**src/rtl/psr_regs.svh**
```systemverilog
/*
 Register offsets, field positions and reset values of the protection
 signal routing matrix. Assumes byte addresses on an 8-bit address port.
*/
`ifndef PSR_REGS_SVH
`define PSR_REGS_SVH

// ==========================================================
// Offsets
`define PSR_OFF_INPUT_CTRL   8'h00
`define PSR_OFF_ROUTE_OPEN1  8'h04
`define PSR_OFF_ROUTE_SIG34  8'h08
`define PSR_OFF_ROUTE_SIG2   8'h0c
`define PSR_OFF_FUNC_SEL     8'h10
`define PSR_OFF_IRQ_STATUS   8'h14
`define PSR_OFF_IRQ_MASK     8'h18
`define PSR_OFF_LIVE_STATE   8'h1c
`define PSR_OFF_COMMAND      8'h20

// ==========================================================
// Reset values
`define PSR_RST_INPUT_CTRL   8'h00
`define PSR_RST_ROUTE_OPEN1  8'hab
`define PSR_RST_ROUTE_SIG34  8'ha5
`define PSR_RST_ROUTE_SIG2   8'h00
`define PSR_RST_FUNC_SEL     8'h00
`define PSR_RST_IRQ_MASK     4'h0

// ==========================================================
// Input control fields
`define PSR_IC_BANK2         4
`define PSR_IC_LATCH_OC      5
`define PSR_IC_LATCH_EF      6
`define PSR_IC_REMOTE_RST    7

// ==========================================================
// Function select fields
`define PSR_FS_CBFP          3
`define PSR_FS_HS_DOUBLE     4

// ==========================================================
// Interrupt status bits
`define PSR_EV_OPEN          0
`define PSR_EV_BLOCK         1
`define PSR_EV_LATCH         2
`define PSR_EV_REMOTE_RST    3

// ==========================================================
// Command fields
`define PSR_CMD_LATCH_RST    0

`endif

```
**src/rtl/psr_pkg.sv**
```systemverilog
/*
 Types of the protection signal routing matrix.
 Assumes nothing of its surroundings.
*/
package psr_pkg;
   typedef logic [7:0] psr_sw_t;
   typedef logic [3:0] psr_ev_t;
   // Stage order on the stage vectors
   typedef enum logic [1:0] {
      PSR_PH_LOW  = 2'h0,
      PSR_PH_HIGH = 2'h1,
      PSR_EF_LOW  = 2'h2,
      PSR_EF_HIGH = 2'h3
   } psr_stage_t;
endpackage : psr_pkg

```
**src/rtl/psr_matrix.sv**
```systemverilog
/*
 Protection signal routing matrix: switch registers that route stage start
 and trip signals to the breaker open and four signal outputs, handle the
 binary control input, latch trip signal two and select characteristics.
 Assumes stage signals and the control input are synchronous to sys_clk and
 that a register master drives one-cycle strobes.
*/
`timescale 1ns/1ps
`include "psr_regs.svh"

module psr_matrix #(
   parameter int NUM_STAGES = 4,
   parameter int SW_W       = 8
) (
   // Clock and reset
   input  wire logic       sys_clk,
   input  wire logic       rst,
   // Register port
   input  wire logic [7:0] reg_addr,
   input  wire logic [7:0] reg_wr_data,
   input  wire logic       reg_wr,
   input  wire logic       reg_rd,
   output logic      [7:0] reg_rd_data,
   // Protection stages
   input  wire logic [3:0] stage_start,
   input  wire logic [3:0] stage_trip,
   input  wire logic       ctrl_in,
   input  wire logic       energizing,
   // Relay outputs
   output logic            trip_open,
   output logic            signal1,
   output logic            signal2,
   output logic            signal3,
   output logic            signal4,
   // Stage control
   output logic            bank2_sel,
   output logic [2:0]      ph_low_char,
   output logic [2:0]      ef_low_char,
   output logic            cbfp_en,
   output logic            hs_double,
   output logic            rec_clear,
   // Interrupt
   output logic            irq
);

   // ==========================================================
   // Parameter check
   if (NUM_STAGES != 4 || SW_W != 8) begin : g_chk
      $error("psr_matrix serves four stages with eight-bit switch groups");
   end

   // ==========================================================
   // Switch registers
   psr_pkg::psr_sw_t input_control_switches;
   psr_pkg::psr_sw_t routing_group_open_signal1;
   psr_pkg::psr_sw_t routing_group_signal3_signal4;
   psr_pkg::psr_sw_t routing_group_signal2;
   psr_pkg::psr_sw_t function_select_switches;
   psr_pkg::psr_ev_t irq_status_reg;
   psr_pkg::psr_ev_t irq_mask_reg;
   psr_pkg::psr_ev_t irq_status_next;
   psr_pkg::psr_ev_t irq_mask_next;
   psr_pkg::psr_ev_t ev_set;

   logic wr_ic;
   logic wr_r1;
   logic wr_r2;
   logic wr_r3;
   logic wr_fs;
   logic wr_st;
   logic wr_mk;
   logic wr_cmd;

   assign wr_ic  = reg_wr && reg_addr == `PSR_OFF_INPUT_CTRL;
   assign wr_r1  = reg_wr && reg_addr == `PSR_OFF_ROUTE_OPEN1;
   assign wr_r2  = reg_wr && reg_addr == `PSR_OFF_ROUTE_SIG34;
   assign wr_r3  = reg_wr && reg_addr == `PSR_OFF_ROUTE_SIG2;
   assign wr_fs  = reg_wr && reg_addr == `PSR_OFF_FUNC_SEL;
   assign wr_st  = reg_wr && reg_addr == `PSR_OFF_IRQ_STATUS;
   assign wr_mk  = reg_wr && reg_addr == `PSR_OFF_IRQ_MASK;
   assign wr_cmd = reg_wr && reg_addr == `PSR_OFF_COMMAND;

   always_ff @(posedge sys_clk) begin
      if (rst) begin
         input_control_switches        <= `PSR_RST_INPUT_CTRL;
         routing_group_open_signal1    <= `PSR_RST_ROUTE_OPEN1;
         routing_group_signal3_signal4 <= `PSR_RST_ROUTE_SIG34;
         routing_group_signal2         <= `PSR_RST_ROUTE_SIG2;
         function_select_switches      <= `PSR_RST_FUNC_SEL;
      end else begin
         if (wr_ic) begin
            input_control_switches <= reg_wr_data;
         end
         if (wr_r1) begin
            routing_group_open_signal1 <= reg_wr_data;
         end
         if (wr_r2) begin
            routing_group_signal3_signal4 <= reg_wr_data;
         end
         if (wr_r3) begin
            routing_group_signal2 <= reg_wr_data;
         end
         if (wr_fs) begin
            function_select_switches <= reg_wr_data;
         end
      end
   end

   // ==========================================================
   // Per-stage routing masks
   logic [3:0] blk_mask;
   logic [3:0] s1_start_mask;
   logic [3:0] open_trip_mask;
   logic [3:0] s3_trip_mask;
   logic [3:0] s4_trip_mask;
   logic [3:0] s2_start_mask;
   logic [3:0] s2_trip_mask;
   logic [3:0] trip_eff;

   for (genvar i = 0; i < 4; i++) begin : g_stage
      // Bit one of a group is bit 0; pairs of bits per stage
      assign blk_mask[i]       = input_control_switches[i];
      assign s1_start_mask[i]  = routing_group_open_signal1[2*i];
      assign open_trip_mask[i] = routing_group_open_signal1[2*i+1];
      assign s3_trip_mask[i]   = routing_group_signal3_signal4[2*i];
      assign s4_trip_mask[i]   = routing_group_signal3_signal4[2*i+1];
      assign s2_start_mask[i]  = routing_group_signal2[2*i];
      assign s2_trip_mask[i]   = routing_group_signal2[2*i+1];
      // Blocked stages lose their trip only
      assign trip_eff[i] = stage_trip[i] && !(ctrl_in && blk_mask[i]);
   end

   // ==========================================================
   // Control input functions
   logic remote_rst;
   logic remote_rst_d_reg;
   logic latch_clr;
   logic oc_fault;
   logic ef_fault;
   logic lat_oc_reg;
   logic lat_ef_reg;

   assign remote_rst = ctrl_in && input_control_switches[`PSR_IC_REMOTE_RST];
   assign latch_clr  = remote_rst || (wr_cmd && reg_wr_data[`PSR_CMD_LATCH_RST]);
   assign oc_fault   = |(trip_eff[1:0] & open_trip_mask[1:0]);
   assign ef_fault   = |(trip_eff[3:2] & open_trip_mask[3:2]);

   // Latches of trip signal two; a fault in the clearing cycle wins
   always_ff @(posedge sys_clk) begin
      if (rst) begin
         lat_oc_reg <= 1'b0;
      end else if (oc_fault && input_control_switches[`PSR_IC_LATCH_OC]) begin
         lat_oc_reg <= 1'b1;
      end else if (latch_clr) begin
         lat_oc_reg <= 1'b0;
      end
   end

   always_ff @(posedge sys_clk) begin
      if (rst) begin
         lat_ef_reg <= 1'b0;
      end else if (ef_fault && input_control_switches[`PSR_IC_LATCH_EF]) begin
         lat_ef_reg <= 1'b1;
      end else if (latch_clr) begin
         lat_ef_reg <= 1'b0;
      end
   end

   always_ff @(posedge sys_clk) begin
      if (rst) begin
         remote_rst_d_reg <= 1'b0;
         rec_clear        <= 1'b0;
      end else begin
         remote_rst_d_reg <= remote_rst;
         rec_clear        <= remote_rst && !remote_rst_d_reg;
      end
   end

   // ==========================================================
   // Relay outputs
   always_ff @(posedge sys_clk) begin
      if (rst) begin
         trip_open <= 1'b0;
         signal1   <= 1'b0;
         signal2   <= 1'b0;
         signal3   <= 1'b0;
         signal4   <= 1'b0;
      end else begin
         trip_open <= oc_fault || ef_fault || lat_oc_reg || lat_ef_reg;
         signal1   <= |(stage_start & s1_start_mask);
         signal2   <= |(stage_start & s2_start_mask) || |(trip_eff & s2_trip_mask);
         signal3   <= |(trip_eff & s3_trip_mask);
         signal4   <= |(trip_eff & s4_trip_mask);
      end
   end

   // ==========================================================
   // Stage control outputs
   always_ff @(posedge sys_clk) begin
      if (rst) begin
         bank2_sel   <= 1'b0;
         ph_low_char <= 3'h0;
         ef_low_char <= 3'h0;
         cbfp_en     <= 1'b0;
         hs_double   <= 1'b0;
      end else begin
         bank2_sel   <= ctrl_in && input_control_switches[`PSR_IC_BANK2];
         ph_low_char <= function_select_switches[2:0];
         ef_low_char <= function_select_switches[7:5];
         cbfp_en     <= function_select_switches[`PSR_FS_CBFP];
         hs_double   <= energizing && function_select_switches[`PSR_FS_HS_DOUBLE];
      end
   end

   // ==========================================================
   // Interrupts
   logic trip_open_d_reg;
   logic lat_any_d_reg;
   logic blk_any_d_reg;
   logic blk_any;

   assign blk_any = |(stage_trip & ~trip_eff);

   always_ff @(posedge sys_clk) begin
      if (rst) begin
         trip_open_d_reg <= 1'b0;
         lat_any_d_reg   <= 1'b0;
         blk_any_d_reg   <= 1'b0;
      end else begin
         trip_open_d_reg <= trip_open;
         lat_any_d_reg   <= lat_oc_reg || lat_ef_reg;
         blk_any_d_reg   <= blk_any;
      end
   end

   always_comb begin
      ev_set                      = 4'h0;
      ev_set[`PSR_EV_OPEN]        = trip_open && !trip_open_d_reg;
      ev_set[`PSR_EV_BLOCK]       = blk_any && !blk_any_d_reg;
      ev_set[`PSR_EV_LATCH]       = (lat_oc_reg || lat_ef_reg) && !lat_any_d_reg;
      ev_set[`PSR_EV_REMOTE_RST]  = rec_clear;
      irq_status_next = irq_status_reg;
      if (wr_st) begin
         irq_status_next = irq_status_reg & ~reg_wr_data[3:0];
      end
      irq_status_next = irq_status_next | ev_set;
   end

   // Next mask so that irq follows status and mask of the same cycle
   assign irq_mask_next = wr_mk ? reg_wr_data[3:0] : irq_mask_reg;

   always_ff @(posedge sys_clk) begin
      if (rst) begin
         irq_status_reg <= 4'h0;
         irq_mask_reg   <= `PSR_RST_IRQ_MASK;
         irq            <= 1'b0;
      end else begin
         irq_status_reg <= irq_status_next;
         if (wr_mk) begin
            irq_mask_reg <= reg_wr_data[3:0];
         end
         irq <= |(irq_status_next & irq_mask_next);
      end
   end

   // ==========================================================
   // Register read
   always_ff @(posedge sys_clk) begin
      if (rst) begin
         reg_rd_data <= 8'h00;
      end else if (reg_rd) begin
         unique case (reg_addr)
            `PSR_OFF_INPUT_CTRL:  reg_rd_data <= input_control_switches;
            `PSR_OFF_ROUTE_OPEN1: reg_rd_data <= routing_group_open_signal1;
            `PSR_OFF_ROUTE_SIG34: reg_rd_data <= routing_group_signal3_signal4;
            `PSR_OFF_ROUTE_SIG2:  reg_rd_data <= routing_group_signal2;
            `PSR_OFF_FUNC_SEL:    reg_rd_data <= function_select_switches;
            `PSR_OFF_IRQ_STATUS:  reg_rd_data <= {4'h0, irq_status_reg};
            `PSR_OFF_IRQ_MASK:    reg_rd_data <= {4'h0, irq_mask_reg};
            `PSR_OFF_LIVE_STATE:  reg_rd_data <= {ctrl_in, bank2_sel, lat_ef_reg, lat_oc_reg,
                                                  signal4, signal3, signal2, trip_open};
            default:              reg_rd_data <= 8'h00;
         endcase
      end else begin
         reg_rd_data <= 8'h00;
      end
   end
endmodule : psr_matrix

```
**config.mk**
```make
export PLATFORM = sky130hd
export DESIGN_NAME = psr_matrix
export DESIGN_NICKNAME = d
export VERILOG_FILES = /design/src/rtl/psr_pkg.sv /design/src/rtl/psr_matrix.sv
export VERILOG_INCLUDE_DIRS = /design/src /design/src/rtl
export SDC_FILE = /design/constraint.sdc
export NUM_CORES = 1
export LEC_CHECK = 0
export BUFFER_PORTS_ARGS = -buffer_cell sky130_fd_sc_hd__buf_2
export CORE_ASPECT_RATIO = 0.5
export CORE_UTILIZATION = 50
export CTS_CLUSTER_DIAMETER = 60
export CTS_CLUSTER_SIZE = 8
export DETAILED_ROUTE_END_ITERATION = 7
export HOLD_SLACK_MARGIN = 0.08
export PLACE_DENSITY_LB_ADDON = 0.15
export SLEW_MARGIN = 5
export SYNTH_ARGS = -nofsm -noshare
export SYNTH_HDL_FRONTEND = slang
export SYNTH_SLANG_ARGS = --single-unit
```
**constraint.sdc**
```tcl
create_clock -name sys_clk -period 1.7 [get_ports sys_clk]
set_input_delay 0 -clock sys_clk [delete_from_list [all_inputs] [get_ports sys_clk]]
set_output_delay 0 -clock sys_clk [all_outputs]
set_load 0.02 [all_outputs]
```
==> results_dict.tcl <==
set metrics [dict create \
    drt_iter0_drc 418 \
    design.die.area_mm2 0.00709 \
    yosys-top-cells-area "dfxtp_1, a22oi_1, mux2i_1" \
    worst_pin_slew_ps 559 \
    rsz0062_at_grt "false" \
    core_area_mm2 0.00628 \
    share_comb_of_total_power_pct 6.5 \
    startpoint_type "flop" \
    seqCellArea_mm2 0.00156 \
    ys_ff_latch 78 \
    ys_seq_area_share_pct 46.3 \
    cp_max_fo 4 \
    drive_above_1_share_pct 25.1 \
    grt_pass1_wl_um 15400 \
    drc 0 \
    slew_viol_final 0 \
    yosys.area.top_type "dfxtp_1" \
    hpwlAfterDp_um 6780 \
    final_cell_area_mm2 0.00422 \
    n_fill_cell 520 \
    grt_pass1_vias 2916 \
    post_cts_resized 0 \
    ctsRootBufferMaster "clkbuf_16" \
    io_pins 54 \
    ys_warn_count 0 \
    synth_area_per_cell_um2 9.71 \
    netlist.area_leader.share_pct 46.3 \
    sequentialPowerShare_pct 47.1 \
    cp-startpoint "input_control_switches[2]" \
    n_antenna_cell 0 \
    rrSetupSlack_ps 240 \
    die_x_um 118 \
    clk-insertion-delay-late_ps 340 \
    place_area_mm2 0.00377 \
    finalSetupTns_ps 0 \
    r2r_cells 4 \
    power_leakage_nw 1.70 \
    p_int_mw 3.05 \
    vias 3114 \
    antenna_found_initial 0 \
    fmax_ghz 0.685 \
    track_usage_pct 29.3 \
    routedWlPerCell_um 18.7 \
    clkPwrFrac_pct 46.4 \
    cts_buffers 9 \
    ir_drop_v 0.000712 \
    p_per_area_mw_per_mm2 928 \
    cts_sinks 78 \
    ant_nets 0 \
    setup_violations 0 \
    synth-main-ff-cell "dfxtp_1" \
    clock_skew_ps 7.31 \
    grt_overflow_total 0 \
    swShare_pct 22.3 \
    htree_levels 3 \
    netlist_instances 347 \
    postCtsSetupRepairBufs 0 \
    synth_nets 377 \
    status "finished, final reports clean" \
    async_flop_share_pct 0 \
    syn2layout_area_growth_pct 25.3 \
    nNetsFinal 456 \
    multiInputGateArea_mm2 0.00168 \
    worstSetupPathType "flop to flop" \
    hp-class "input port to flop" \
    r2r-start "input_control_switches[2]" \
    clkTransAtPathRegs_ps 60 \
    cp.arrival_ps 1710 \
    rows 20 \
    max-cap-violations 0 \
    synth_cell_types 47 \
    min_period_over_period_pct 85.9 \
    viasPerCell 6.00 \
    hold_violations 0 \
    io_buffers 53 \
    critPathCaptureType "flop" \
    finalCriticalPeriod_ps 1460 \
    power_switching_mw 0.876 \
    synth_area_mm2 0.00337 \
    initial_utilization_pct 53.7 \
    cts_tree "done" \
    grt_max_degree 47 \
    die-height_um 60.1 \
    reg2reg_to "irq" \
    wirelength_um 9690 \
    worstPathRequired_ps 1950 \
    crit_end "irq" \
    max-slew-margin-rel_pct 62.4 \
    synth-edff-count 0 \
    drtPass1Iterations 5 \
    clockBufferDepth 2 \
    gp_congestion 0.913 \
]
## layout make-up
cell class | count | area share [%]
clock buffer | 13 | 6.40
clock inverter | 3 | 0.415
inverter | 4 | 0.355
multi-input combinational | 247 | 39.8
sequential | 78 | 37.0
tap | 88 | 2.61
timing repair buffer | 86 | 13.4
## synthesized netlist by cell type (all sizes together) (3+ instances only)
cell type	number
a21boi	5
a21oi	28
a222oi	6
a22o	4
a22oi	25
a2bb2o	3
a31oi	4
a41oi	9
and2	9
and3	3
buf	11
clkbuf	7
dfxtp	78
inv	4
mux2i	15
nand2	28
nand3	26
nand3b	4
nand4	3
nor2	33
nor2b	13
nor4b	4
o21bai	3
o31ai	3
## placed cells by master, fill, tap and decap left out, types with 4 or more instances in the layout
cell,netlist,final
dfxtp_1,78,78
buf_2,2,53
nor2_1,33,33
nand2_1,28,28
a21oi_1,28,28
nand3_1,22,22
a22oi_1,21,21
dlygate4sd3_1,0,17
mux2i_1,15,15
buf_4,3,15
nor2b_1,13,13
a41oi_1,9,9
clkbuf_16,0,9
a222oi_1,6,6
and2_1,5,5
a21boi_0,5,5
nand3_2,4,4
inv_1,4,4
a31oi_1,4,4
a22oi_2,4,4
nand3b_1,4,4
a22o_1,4,4
## worst min-delay path by stage
stage	startpoint	endpoint	slack, ps	cells past startpoint
6_report	rst	function_select_switches[4]	110	3
5_1_grt	rst	function_select_switches[5]	130	3
4_1_cts	ctrl_in	reg_rd_data[7]	90	3
3_5_place_dp	energizing	hs_double	230	3
3_3_place_gp	energizing	hs_double	220	3
2_1_floorplan	energizing	hs_double	120	2
## stage by stage
stage               std cells  power, mW  setup slack (ps)  hold slack, ps  util [%]
floorplan                 347       1.99               494             121         -
global placement          486       2.11               227             218      60.0
detailed placement        486       2.11               173             232      60.0
CTS                       520       3.94              88.6            90.2      67.4
global route              519       4.03               181             131      67.3
finish                    519       3.92               240             106      67.3
## worst max-delay path: stages, from the launching register on
cell	delay, ps
dfxtp_1	420
a22oi_1	150
a21oi_1	270
a2bb2o_1	330
a41oi_1	220
## logic make-up after synthesis
| group | share of synthesized area (%) |
|---|---|
| mux | 5.12 |
| flops | 46.3 |
| simple gates | 23.2 |
| buf+inv | 3.79 |
| compound gates | 21.6 |
## timing repair
item / 4_1_cts / 5_1_grt
setup endpoints to repair: 0 / 1
endpoints found under the hold margin: 45 / 0
hold buffers: 18 / 0
## layer usage
layer | routed length (um) | track usage, %
met4 | 136 | 10.6
met3 | 888 | 8.21
met1 | 4540 | 39.6
met2 | 4130 | 45.2
met5 | 0 | 0
## power by group through the flow
stage          clock network (mW)  logic [mW]  registers (mW)
2_1_floorplan                   0      0.0931            1.89
3_3_place_gp                    0       0.220            1.89
3_5_place_dp                    0       0.222            1.89
4_1_cts                      1.84       0.250            1.85
5_1_grt                      1.92       0.270            1.85
6_report                     1.82       0.254            1.85
Note: power is estimated with default switching activity, not from simulation.
